## src/route_lookup_regs.vh

```
// Register offsets, field positions and constants of the route lookup block
`ifndef ROUTE_LOOKUP_REGS_VH
`define ROUTE_LOOKUP_REGS_VH
`define OFS_RT_WRITE      12'h000
`define OFS_RT_WIDX       12'h004
`define OFS_LOCAL_CFG     12'h008
`define OFS_RD_DATA       12'h00c
`define OFS_MC_STAT_L     12'h010
`define OFS_MC_STAT_R     12'h014
`define OFS_MACHINE_CHECK_MISC_L     12'h018
`define OFS_MACHINE_CHECK_MISC_R     12'h01c
`define OFS_IN_ERR_BASE   12'h040
`define OFS_OUT_ERR_BASE  12'h060
`define OFS_EVSEL_A_BASE  12'h080
`define OFS_EVSEL_B_BASE  12'h0a0
`define OFS_PMON_BASE     12'h100
`define WE_VN1            20
`define WE_VN0            19
`define WE_VNA            18
`define RT_ENTRIES        32
`define RT_MAIN           24
`define ENT_VNA_PAR       17
`define ENT_VN1_PAR       9
`define ENT_VN0_PAR       4
`define CFG_BC_ENA        0
`define CFG_SOCK_LO       2
`define CFG_GLOBAL_MATCH  5
`define ERR_SBE           0
`define ERR_POISON        1
`define LOCAL_PAIR0       2'h1
`define LOCAL_CFG_CTRL    2'h2
`define LOCAL_PAIR1       2'h3
`define LOCAL_IOHUB       2'h0
`define BC_BASE           5'h18
`endif

```

## src/router_table_route_lookup.v

```verilog
// Route table lookup, agent table, error banks, event selection and counters of the router
//
// Contract
// - Snoop with destination bit 0 and broadcast enable reads a broadcast entry.
// - Broadcast lookups serve both adaptive and non-adaptive networks.
// - Agent table indexed by class, opcode, destination bit 1, txn bit 0; one-hot 9-bit.
// - Agent table used only on node match with nonzero low destination bits.
// - Low bits 00 io hub via table, 01 pair 0, 10 config, 11 pair 1.
// - Array holds 24 main plus 8 broadcast entries, 15 data, 3 parity bits.
// - Array has two read ports, lookup and read-back, and one separate write port.
// - Any input port may route to any of the other seven ports.
// - Bits 16:10 adaptive mask, bit 17 its even parity.
// - Bits 7:5 network-one port, bit 8 out network, bit 9 parity.
// - Bits 2:0 network-zero port, bit 3 out network, bit 4 parity.
// - A write updates only subsections whose enables 20, 19, 18 are set.
// - Write register fields are interleaved as the documented bit map.
// - Left bank takes ports 0 to 3, right bank ports 4 to 7.
// - Each port gives 12 events plus 4-bit source; misc records the source.
// - Single-bit ECC corrected, poison uncorrectable, rest fatal; recoverable passes through.
// - Hard machine check for every event except single-bit ECC.
// - Left bank feeds caching agent 0 bank, right bank agent 1 bank.
// - Per-port error logs set directly, independent of machine-check flags.
// - Sixteen counters: 0-7 ports 0-3, 8-15 ports 4-7.
// - Two event-select registers per port feed an OR tree to counters.
// - Warm reset clears outputs, status, logs and counters; cold reset also clears configuration and bus state; neither clears route or agent tables.
// - Table bypassed when global match is enabled, destination bits 4:2 match local socket and 1:0 nonzero.
`timescale 1ns/1ps
`include "route_lookup_regs.vh"
module router_table_route_lookup (
    input  wire        clk,
    input  wire        rst_b,
    input  wire        warm_rst_b,
    input  wire        hsel,
    input  wire [11:0] haddr,
    input  wire [1:0]  htrans,
    input  wire        hwrite,
    input  wire [2:0]  hsize,
    input  wire [31:0] hwdata,
    input  wire        hready,
    output reg  [31:0] hrdata,
    output reg         hreadyout,
    output reg         hresp,
    input  wire        lk_valid,
    input  wire [2:0]  lk_in_port,
    input  wire        lk_in_vnet,
    input  wire        lk_snoop,
    input  wire [4:0]  dest_node_id,
    input  wire [1:0]  lk_msg_class,
    input  wire [1:0]  lk_opcode,
    input  wire        request_txn_id,
    output reg         rt_valid,
    output reg  [7:0]  adaptive_route_mask,
    output reg  [2:0]  vnet_zero_port_code,
    output reg         vnet_zero_out_select,
    output reg  [2:0]  vnet_one_port_code,
    output reg         vnet_one_out_select,
    output reg  [8:0]  agent_mask,
    output reg         agent_route,
    output reg         parity_err,
    input  wire [95:0] port_err_events,
    input  wire [31:0] port_error_source_port,
    input  wire        recoverable_in,
    output reg         recoverable_out,
    output reg  [2:0]  bank_left_flags,
    output reg  [2:0]  bank_right_flags,
    output reg         corrected_error_intr,
    output reg         hard_mc,
    input  wire [63:0] port_perf_events
);

function even_par;
    input [6:0] v;
    begin
        even_par = ^v;
    end
endfunction

// Spreads a 7-bit mask over 8 output ports, skipping the input's own port
function [7:0] expand_mask;
    input [6:0] m;
    input [2:0] p;
    integer     i;
    integer     k;
    begin
        expand_mask = 8'h00;
        k = 0;
        for (i = 0; i < 8; i = i + 1) begin
            if (i[2:0] != p) begin
                expand_mask[i] = m[k];
                k = k + 1;
            end
        end
    end
endfunction

reg  [17:0] route_table_array [0:`RT_ENTRIES-1];
reg  [8:0]  agent_table [0:63];
reg  [20:0] route_table_write_port;
reg  [4:0]  wr_index;
reg  [7:0]  local_cfg;
reg  [17:0] rd_back;
reg  [11:0] mc_stat [0:1];
reg  [3:0]  machine_check_misc [0:1];
reg  [15:0] in_err_log [0:7];
reg  [15:0] out_err_log [0:7];
reg  [7:0]  evsel_a [0:7];
reg  [7:0]  evsel_b [0:7];
reg  [31:0] pmon [0:15];
reg         ph_valid;
reg         ph_write;
reg  [11:0] ph_addr;
reg         wr_pending;
reg  [31:0] next_rdata;
integer     n;

wire        cold = ~rst_b;
wire        clr = ~rst_b | ~warm_rst_b;
wire        local_match = local_cfg[`CFG_GLOBAL_MATCH] &&
                          (dest_node_id[4:2] == local_cfg[`CFG_SOCK_LO+2:`CFG_SOCK_LO]);
// Agent path only on match with nonzero low bits
wire        use_agent = local_match && (dest_node_id[1:0] != `LOCAL_IOHUB);
wire        use_bc = lk_snoop && dest_node_id[0] && local_cfg[`CFG_BC_ENA];
wire [4:0]  main_idx = (dest_node_id[4] == 1'b0) ? {2'b00, dest_node_id[3:2], 1'b0} |
                       {4'h0, (dest_node_id[1] | dest_node_id[0])} : dest_node_id - 5'h08;
wire [4:0]  rd_idx = use_bc ? (`BC_BASE + {2'b00, dest_node_id[4:2]}) : main_idx;
wire [17:0] ent = route_table_array[rd_idx];
wire [5:0]  agent_idx = {lk_msg_class, lk_opcode, dest_node_id[1], request_txn_id};

always @(posedge clk) begin
    if (clr) begin
        rt_valid <= 1'b0;
        adaptive_route_mask <= 8'h00;
        vnet_zero_port_code <= 3'h0;
        vnet_zero_out_select <= 1'b0;
        vnet_one_port_code <= 3'h0;
        vnet_one_out_select <= 1'b0;
        agent_mask <= 9'h000;
        agent_route <= 1'b0;
        parity_err <= 1'b0;
    end else begin
        rt_valid <= lk_valid;
        agent_route <= lk_valid & use_agent;
        // Mask stays clear between lookups so it never stands without agent_route
        agent_mask <= (lk_valid & use_agent) ? agent_table[agent_idx] : 9'h000;
        adaptive_route_mask <= expand_mask(ent[16:10], lk_in_port);
        vnet_zero_port_code <= ent[2:0];
        vnet_zero_out_select <= ent[3];
        vnet_one_port_code <= ent[7:5];
        vnet_one_out_select <= ent[8];
        parity_err <= lk_valid & ~use_agent &
                      ((even_par(ent[16:10]) != ent[`ENT_VNA_PAR]) ||
                       (lk_in_vnet ? (even_par({3'h0, ent[8:5]}) != ent[`ENT_VN1_PAR])
                                   : (even_par({3'h0, ent[3:0]}) != ent[`ENT_VN0_PAR])));
    end
end

// Separate write port with subsection enables
always @(posedge clk) begin
    // Other registers share the write-port latch; only its own offset may touch the array
    if (wr_pending && ph_addr == `OFS_RT_WRITE) begin
        if (route_table_write_port[`WE_VNA])
            route_table_array[wr_index][17:10] <= {route_table_write_port[15],
                route_table_write_port[12], route_table_write_port[10],
                route_table_write_port[8], route_table_write_port[6],
                route_table_write_port[5], route_table_write_port[3],
                route_table_write_port[1]};
        if (route_table_write_port[`WE_VN1])
            route_table_array[wr_index][9:5] <= {route_table_write_port[17],
                route_table_write_port[7], route_table_write_port[4],
                route_table_write_port[2], route_table_write_port[0]};
        if (route_table_write_port[`WE_VN0])
            route_table_array[wr_index][4:0] <= {route_table_write_port[16],
                route_table_write_port[14], route_table_write_port[13],
                route_table_write_port[11], route_table_write_port[9]};
    end
end

reg  [11:0] ev_l;
reg  [11:0] ev_r;
reg  [3:0]  src_l;
reg  [3:0]  src_r;
always @* begin
    ev_l = 12'h000;
    ev_r = 12'h000;
    src_l = 4'h0;
    src_r = 4'h0;
    for (n = 0; n < 4; n = n + 1) begin
        ev_l = ev_l | port_err_events[n*12 +: 12];
        ev_r = ev_r | port_err_events[(n+4)*12 +: 12];
        if (|port_err_events[n*12 +: 12])
            src_l = src_l | port_error_source_port[n*4 +: 4];
        if (|port_err_events[(n+4)*12 +: 12])
            src_r = src_r | port_error_source_port[(n+4)*4 +: 4];
    end
end

always @(posedge clk) begin
    if (clr) begin
        recoverable_out <= 1'b0;
        bank_left_flags <= 3'h0;
        bank_right_flags <= 3'h0;
        corrected_error_intr <= 1'b0;
        hard_mc <= 1'b0;
        mc_stat[0] <= 12'h000;
        mc_stat[1] <= 12'h000;
        machine_check_misc[0] <= 4'h0;
        machine_check_misc[1] <= 4'h0;
    end else begin
        recoverable_out <= recoverable_in;
        // Flags: {fatal, uncorrectable, corrected}
        bank_left_flags <= {|(ev_l & ~12'h003), ev_l[`ERR_POISON], ev_l[`ERR_SBE]};
        bank_right_flags <= {|(ev_r & ~12'h003), ev_r[`ERR_POISON], ev_r[`ERR_SBE]};
        corrected_error_intr <= ev_l[`ERR_SBE] | ev_r[`ERR_SBE];
        hard_mc <= |(ev_l & ~12'h001) | |(ev_r & ~12'h001);
        // Sticky status; set wins over a software clear in the same cycle
        mc_stat[0] <= mc_stat[0] | ev_l;
        mc_stat[1] <= mc_stat[1] | ev_r;
        if (|ev_l)
            machine_check_misc[0] <= src_l;
        if (|ev_r)
            machine_check_misc[1] <= src_r;
        if (wr_pending && ph_addr == `OFS_MC_STAT_L)
            mc_stat[0] <= ev_l;
        if (wr_pending && ph_addr == `OFS_MC_STAT_R)
            mc_stat[1] <= ev_r;
    end
end

always @(posedge clk) begin
    for (n = 0; n < 8; n = n + 1) begin
        if (clr) begin
            in_err_log[n] <= 16'h0000;
            out_err_log[n] <= 16'h0000;
        end else if (wr_pending && ph_addr == (`OFS_IN_ERR_BASE + n*4)) begin
            in_err_log[n] <= {10'h000, port_err_events[n*12+2 +: 6]};
        end else if (wr_pending && ph_addr == (`OFS_OUT_ERR_BASE + n*4)) begin
            out_err_log[n] <= {14'h0000, port_err_events[n*12 +: 2]};
        end else begin
            in_err_log[n] <= in_err_log[n] | {10'h000, port_err_events[n*12+2 +: 6]};
            out_err_log[n] <= out_err_log[n] | {14'h0000, port_err_events[n*12 +: 2]};
        end
        if (cold) begin
            evsel_a[n] <= 8'h00;
            evsel_b[n] <= 8'h00;
        end else if (wr_pending && ph_addr == (`OFS_EVSEL_A_BASE + n*4)) begin
            evsel_a[n] <= route_table_write_port[7:0];
        end else if (wr_pending && ph_addr == (`OFS_EVSEL_B_BASE + n*4)) begin
            evsel_b[n] <= route_table_write_port[7:0];
        end
    end
    // Each port pair of counters: set 2p from select a, 2p+1 from select b
    for (n = 0; n < 16; n = n + 1) begin
        if (clr)
            pmon[n] <= 32'h00000000;
        else if (n[0] == 1'b0 && |(evsel_a[n/2] & port_perf_events[(n/2)*8 +: 8]))
            pmon[n] <= pmon[n] + 32'h00000001;
        else if (n[0] == 1'b1 && |(evsel_b[n/2] & port_perf_events[(n/2)*8 +: 8]))
            pmon[n] <= pmon[n] + 32'h00000001;
    end
end

// Agent table is configuration, kept across warm reset
always @(posedge clk) begin
    if (wr_pending && ph_addr[11:8] == 4'h2)
        agent_table[ph_addr[7:2]] <= route_table_write_port[8:0];
end

// AHB-Lite slave, zero wait states; index and local config writes land at the end of the data phase, others one cycle after
always @* begin
    next_rdata = 32'h00000000;
    case (haddr)
        `OFS_RT_WIDX:   next_rdata = {27'h0, wr_index};
        `OFS_LOCAL_CFG: next_rdata = {24'h0, local_cfg};
        `OFS_RD_DATA:   next_rdata = {14'h0, rd_back};
        `OFS_MC_STAT_L: next_rdata = {20'h0, mc_stat[0]};
        `OFS_MC_STAT_R: next_rdata = {20'h0, mc_stat[1]};
        `OFS_MACHINE_CHECK_MISC_L: next_rdata = {28'h0, machine_check_misc[0]};
        `OFS_MACHINE_CHECK_MISC_R: next_rdata = {28'h0, machine_check_misc[1]};
        default: begin
            if (haddr[11:5] == 7'h02)
                next_rdata = {16'h0, in_err_log[haddr[4:2]]};
            else if (haddr[11:5] == 7'h03)
                next_rdata = {16'h0, out_err_log[haddr[4:2]]};
            else if (haddr[11:5] == 7'h04)
                next_rdata = {24'h0, evsel_a[haddr[4:2]]};
            else if (haddr[11:5] == 7'h05)
                next_rdata = {24'h0, evsel_b[haddr[4:2]]};
            else if (haddr[11:6] == 6'h04)
                next_rdata = pmon[haddr[5:2]];
        end
    endcase
end

always @(posedge clk) begin
    if (cold) begin
        hrdata <= 32'h00000000;
        hreadyout <= 1'b1;
        hresp <= 1'b0;
        ph_valid <= 1'b0;
        ph_write <= 1'b0;
        ph_addr <= 12'h000;
        wr_pending <= 1'b0;
        route_table_write_port <= 21'h000000;
        wr_index <= 5'h00;
        local_cfg <= 8'h00;
        rd_back <= 18'h00000;
    end else begin
        hreadyout <= 1'b1;
        hresp <= 1'b0;
        ph_valid <= hsel & htrans[1] & hready;
        ph_write <= hwrite;
        if (hsel & htrans[1] & hready)
            ph_addr <= haddr;
        hrdata <= (hsel & htrans[1] & hready & ~hwrite) ? next_rdata : 32'h00000000;
        wr_pending <= ph_valid & ph_write;
        if (ph_valid & ph_write)
            route_table_write_port <= hwdata[20:0];
        if (ph_valid & ph_write && ph_addr == `OFS_RT_WIDX)
            wr_index <= hwdata[4:0];
        if (ph_valid & ph_write && ph_addr == `OFS_LOCAL_CFG)
            local_cfg <= hwdata[7:0];
        // Read-back trails the array by one cycle; software must not read
        // the entry in the cycle right after its write lands
        rd_back <= route_table_array[wr_index];
    end
end

endmodule

```

## config.mk

```make
export PLATFORM = sky130hd
export DESIGN_NAME = router_table_route_lookup
export DESIGN_NICKNAME = d
export VERILOG_FILES = /design/src/router_table_route_lookup.v
export VERILOG_INCLUDE_DIRS = /design/src /design/src/src
export SDC_FILE = /design/constraint.sdc
export NUM_CORES = 2
export LEC_CHECK = 0
export ABC_AREA = 1
export BUFFER_PORTS_ARGS = -buffer_cell sky130_fd_sc_hd__buf_2
export CORE_MARGIN = 4
export CORE_UTILIZATION = 30
export DETAILED_ROUTE_END_ITERATION = 8
export PLACE_DENSITY = 0.4
export SLEW_MARGIN = 25
export SYNTH_ARGS = -nofsm -noshare
export SYNTH_HDL_FRONTEND = slang
export SYNTH_SLANG_ARGS = --single-unit
```

## constraint.sdc

```tcl
create_clock -name clk -period 10.6 [get_ports clk]
set_clock_uncertainty 0.2 [all_clocks]
set_input_delay 0.53 -clock clk [delete_from_list [all_inputs] [get_ports clk]]
set_output_delay 0.53 -clock clk [all_outputs]
set_load 0.05 [all_outputs]
```

==> run_results.csv <==
group,metric,value,unit
run_status,status,"finished clean",
critical_path,rr_worst_depth,21,
logic_synthesis,synth_ff_type,"edfxtp_1",
critical_path,cp_slowest_cell,"nand4_4",
logic_synthesis,synth.largest_area_cell,"edfxtp_1",
die,die_height,584,um
critical_path,crit_type,"reg -> reg",
final_layout,nets,11100,
sta,whs,0.0928,ns
logic_synthesis,yosysMostFrequentCell,"edfxtp_1",
routing,drc,0,
routing,drt_iter0_markers,8191,
logic_synthesis,synth_nets,10700,
placement,place_area,106000,sq um
clocking,clock_latency,0.94,ns
logic_synthesis,synthAdderAreaFrac,0.00277,
final_layout,area_growth,16.4,%
logic_synthesis,synth-simple-area-share,0.206,
logic_synthesis,synth_edf_count,1864,
global_routing,overflow,0,
routing,viasPerCell,5.34,
clocking,ctsRootBufferMaster,"clkbuf_16",
logic_synthesis,avgSynthCellArea,9.55,sq um
die,die_w,584,um
logic_synthesis,synth_xor_area_frac,0.00670,
global_routing,grt_pass1_vias,80100,
worst_hold_path,holdCritStartpoint,"dest_node_id[2]",
logic_synthesis,synth_area_leaders,"edfxtp_1 (56%), nand2_1 (6.9%), nor2_1 (4.8%), nand3_1 (4.7%), o21ai_0 (3.5%)",
logic_synthesis,yosys_warnings,0,
routing,firstDrtPassIters,8,
worst_hold_path,hold_path.class,"in -> reg",
sta,fin_crit,5.66,ns
power,power.density,161,nW/um^2
sta,finalHoldViolCount,0,
clocking,clockBufferDepth,4,
logic_synthesis,seq_area_frac_synth,0.595,
job,max_cap_violations,0,
power,peakVddDrop,0.146,mV
critical_path,worst-path-max-fanout,62,
sta,tightest_slew,1.15,ns
worst_hold_path,hold_depth,7,
critical_path,arrival,6.27,ns
logic_synthesis,async_reset_ff_frac,0,
critical_path,cpMostUsedCell,"nand2_1",
sta,rsz0062_at_grt,"false",
global_routing,grt_pass1_wl,586,mm
die,start_util,0.301,
die,rows,211,
sta,finalMaxSlewViolations,0,
logic_synthesis,ys_types,74,
die,die_area,341000,sq um
final_layout,fin_util,0.351,
placement,pre_cts_slack,4.55,ns
sta,post-route-period-util,0.534,
global_routing,antenna_found_initial,58,
critical_path,path_cells,"nand4_4, nand2_8, buf_4, buf_4, nand2_1, nand2_1, nand2_1, nand3_1, nand3_1, nand2_1, nand2_1, nand2_2, nand2_1, nand2_1, nand2_2, nand2_1, nand2_1, nand3_1, nand2_1, nor2_1, nor2_1",
critical_path,critPathRequiredTime,11.21,ns
critical_path,start_kind,"flop",
routing,ant_nets,0,
sta,fmax,0.177,GHz
sta,layout_setup_ws,4.94,ns
logic_synthesis,synth-compound-area-share,0.134,
sta,slew_headroom,0.225,
routing,vias,82200,
critical_path,reg2reg_from,"local_cfg[0]",
logic_synthesis,synthMuxAreaShare,0,
final_layout,fin_area,116000,sq um
routing,route.detailed.wl_per_inst,27.0,um
placement,portBuffers,317,
die,core,330000,sq um
critical_path,critPathBufInv,2,
die,pin_count,335,
global_routing,grt_usage,0.235,
clocking,cts_buffers,237,
critical_path,crit_path_max_incr_delay,0.77,ns
logic_synthesis,netlist_instances,10400,
logic_synthesis,ys_seq_elements,2024,
placement,dp_hpwl,289,mm
clocking,cts_htree_levels,4,
clocking,cts_tree,"built",
logic_synthesis,synth_top_family_by_area,"simple AND/OR/NAND/NOR gates",
routing,wl,415,mm
critical_path,crit_family,"simple AND/OR/NAND/NOR gates",
final_layout,layout-drive-gt1-share,0.101,
sta,setup_viol,0,
placement,gp_congestion,0.915,
logic_synthesis,synthTopCellsByCount,"edfxtp_1 (1864), nand2_1 (1824), nor2_1 (1284)",
power,p_leak,0.0394,uW
logic_synthesis,synth_top_area_frac,0.563,
clocking,cts.sinks,2024,
sta,fin_setup_tns,0,ns
critical_path,end_kind,"flop",
global_routing,grt_max_degree,163,
logic_synthesis,synth_area,99400,sq um
critical_path,cp.depth,21,
critical_path,crit_start,"local_cfg[0]",
clocking,clk_pin_slew,0.06,ns
## tightest hold or removal path, delay by kind of cell
family	cells	cell delay, ns
and+or+nand+nor	5	0.48
buffers and inverters	2	0.18
## layout make-up
type,count,area [sq um]
Sequential cell,2024,59200
Inverter,899,3400
Fill cell,33300,215000
Multi-Input combinational cell,6966,35200
Tap cell,4366,5460
Clock buffer,333,6840
Timing Repair Buffer,668,4740
Antenna cell,37,92.6
Clock inverter,107,831
## logic make-up after synthesis
| group | after synthesis |
|---|---|
| AO/OA/AOI/OAI | 2168 |
| buffers and inverters | 1425 |
| XOR/XNOR | 76 |
| other | 2 |
| flip-flops | 2024 |
| AND/OR/NAND/NOR | 4698 |
| adder cells (fa/ha/maj) | 22 |
## stage by stage
stage / instances / power, uW
floorplan: 10400 / 9870
global placement: 14800 / 10600
detailed placement: 14800 / 10600
CTS: 15400 / 18900
global route: 15400 / 19300
finish: 15400 / 18700
## flip-flops by register name, summed over array words and instances (netlist names), 8 cells and up
register                cells
agent_mask                  9
mc_stat                    24
local_cfg                   8
machine_check_misc          8
rd_back                    18
ph_addr                    12
hrdata                     32
route_table_array         576
pmon                      512
adaptive_route_mask         8
out_err_log                16
evsel_b                    64
in_err_log                 48
evsel_a                    64
agent_table               576
route_table_write_port     21
## power breakdown
group / internal [uW] / switching, uW / leakage [uW] / total (uW)
Clock: 4740 / 3480 / 0.00379 / 8220
Combinational: 407 / 1140 / 0.0160 / 1540
Sequential: 8790 / 129 / 0.0196 / 8920
## routing by layer
layer  track usage  vias up  part of all wire
li1              -    38100                 -
met2         0.390     2940              0.47
met3        0.0272      671             0.056
met4         0.118        6             0.056
met5             0        -          0.000099
met1         0.304    40600              0.42
## worst paths after layout
path,to,slack [ns]
min,parity_err,0.09
min reg2reg,mc_stat[0][10],0.27
max,parity_err,4.94
max reg2reg,parity_err,4.94
## timing repair
item                                    CTS  global route
gates resized for setup                   0             0
endpoints found under the hold margin   155             0
buffers inserted                          0             0
endpoints found under the setup margin    0             0
hold buffers                            166             0
## cell usage in the layout (no fill, tap or decap), drive strengths merged, types with 26 or more instances in the layout
| cell | instances |
|---|---|
| a21oi | 415 |
| a221oi | 68 |
| a22o | 42 |
| a22oi | 336 |
| a31oi | 72 |
| buf | 501 |
| clkbuf | 334 |
| clkinv | 107 |
| dfxtp | 160 |
| diode | 37 |
| dlygate4sd3 | 166 |
| edfxtp | 1864 |
| inv | 882 |
| nand2 | 1843 |
| nand3 | 959 |
| nand4 | 128 |
| nor2 | 1341 |
| nor3 | 225 |
| nor3b | 34 |
| nor4 | 112 |
| o211ai | 37 |
| o21ai | 709 |
| o221ai | 40 |
| o22ai | 326 |
| or2 | 26 |
| xor2 | 60 |
No activity file was read; power rests on OpenSTA's default activity.
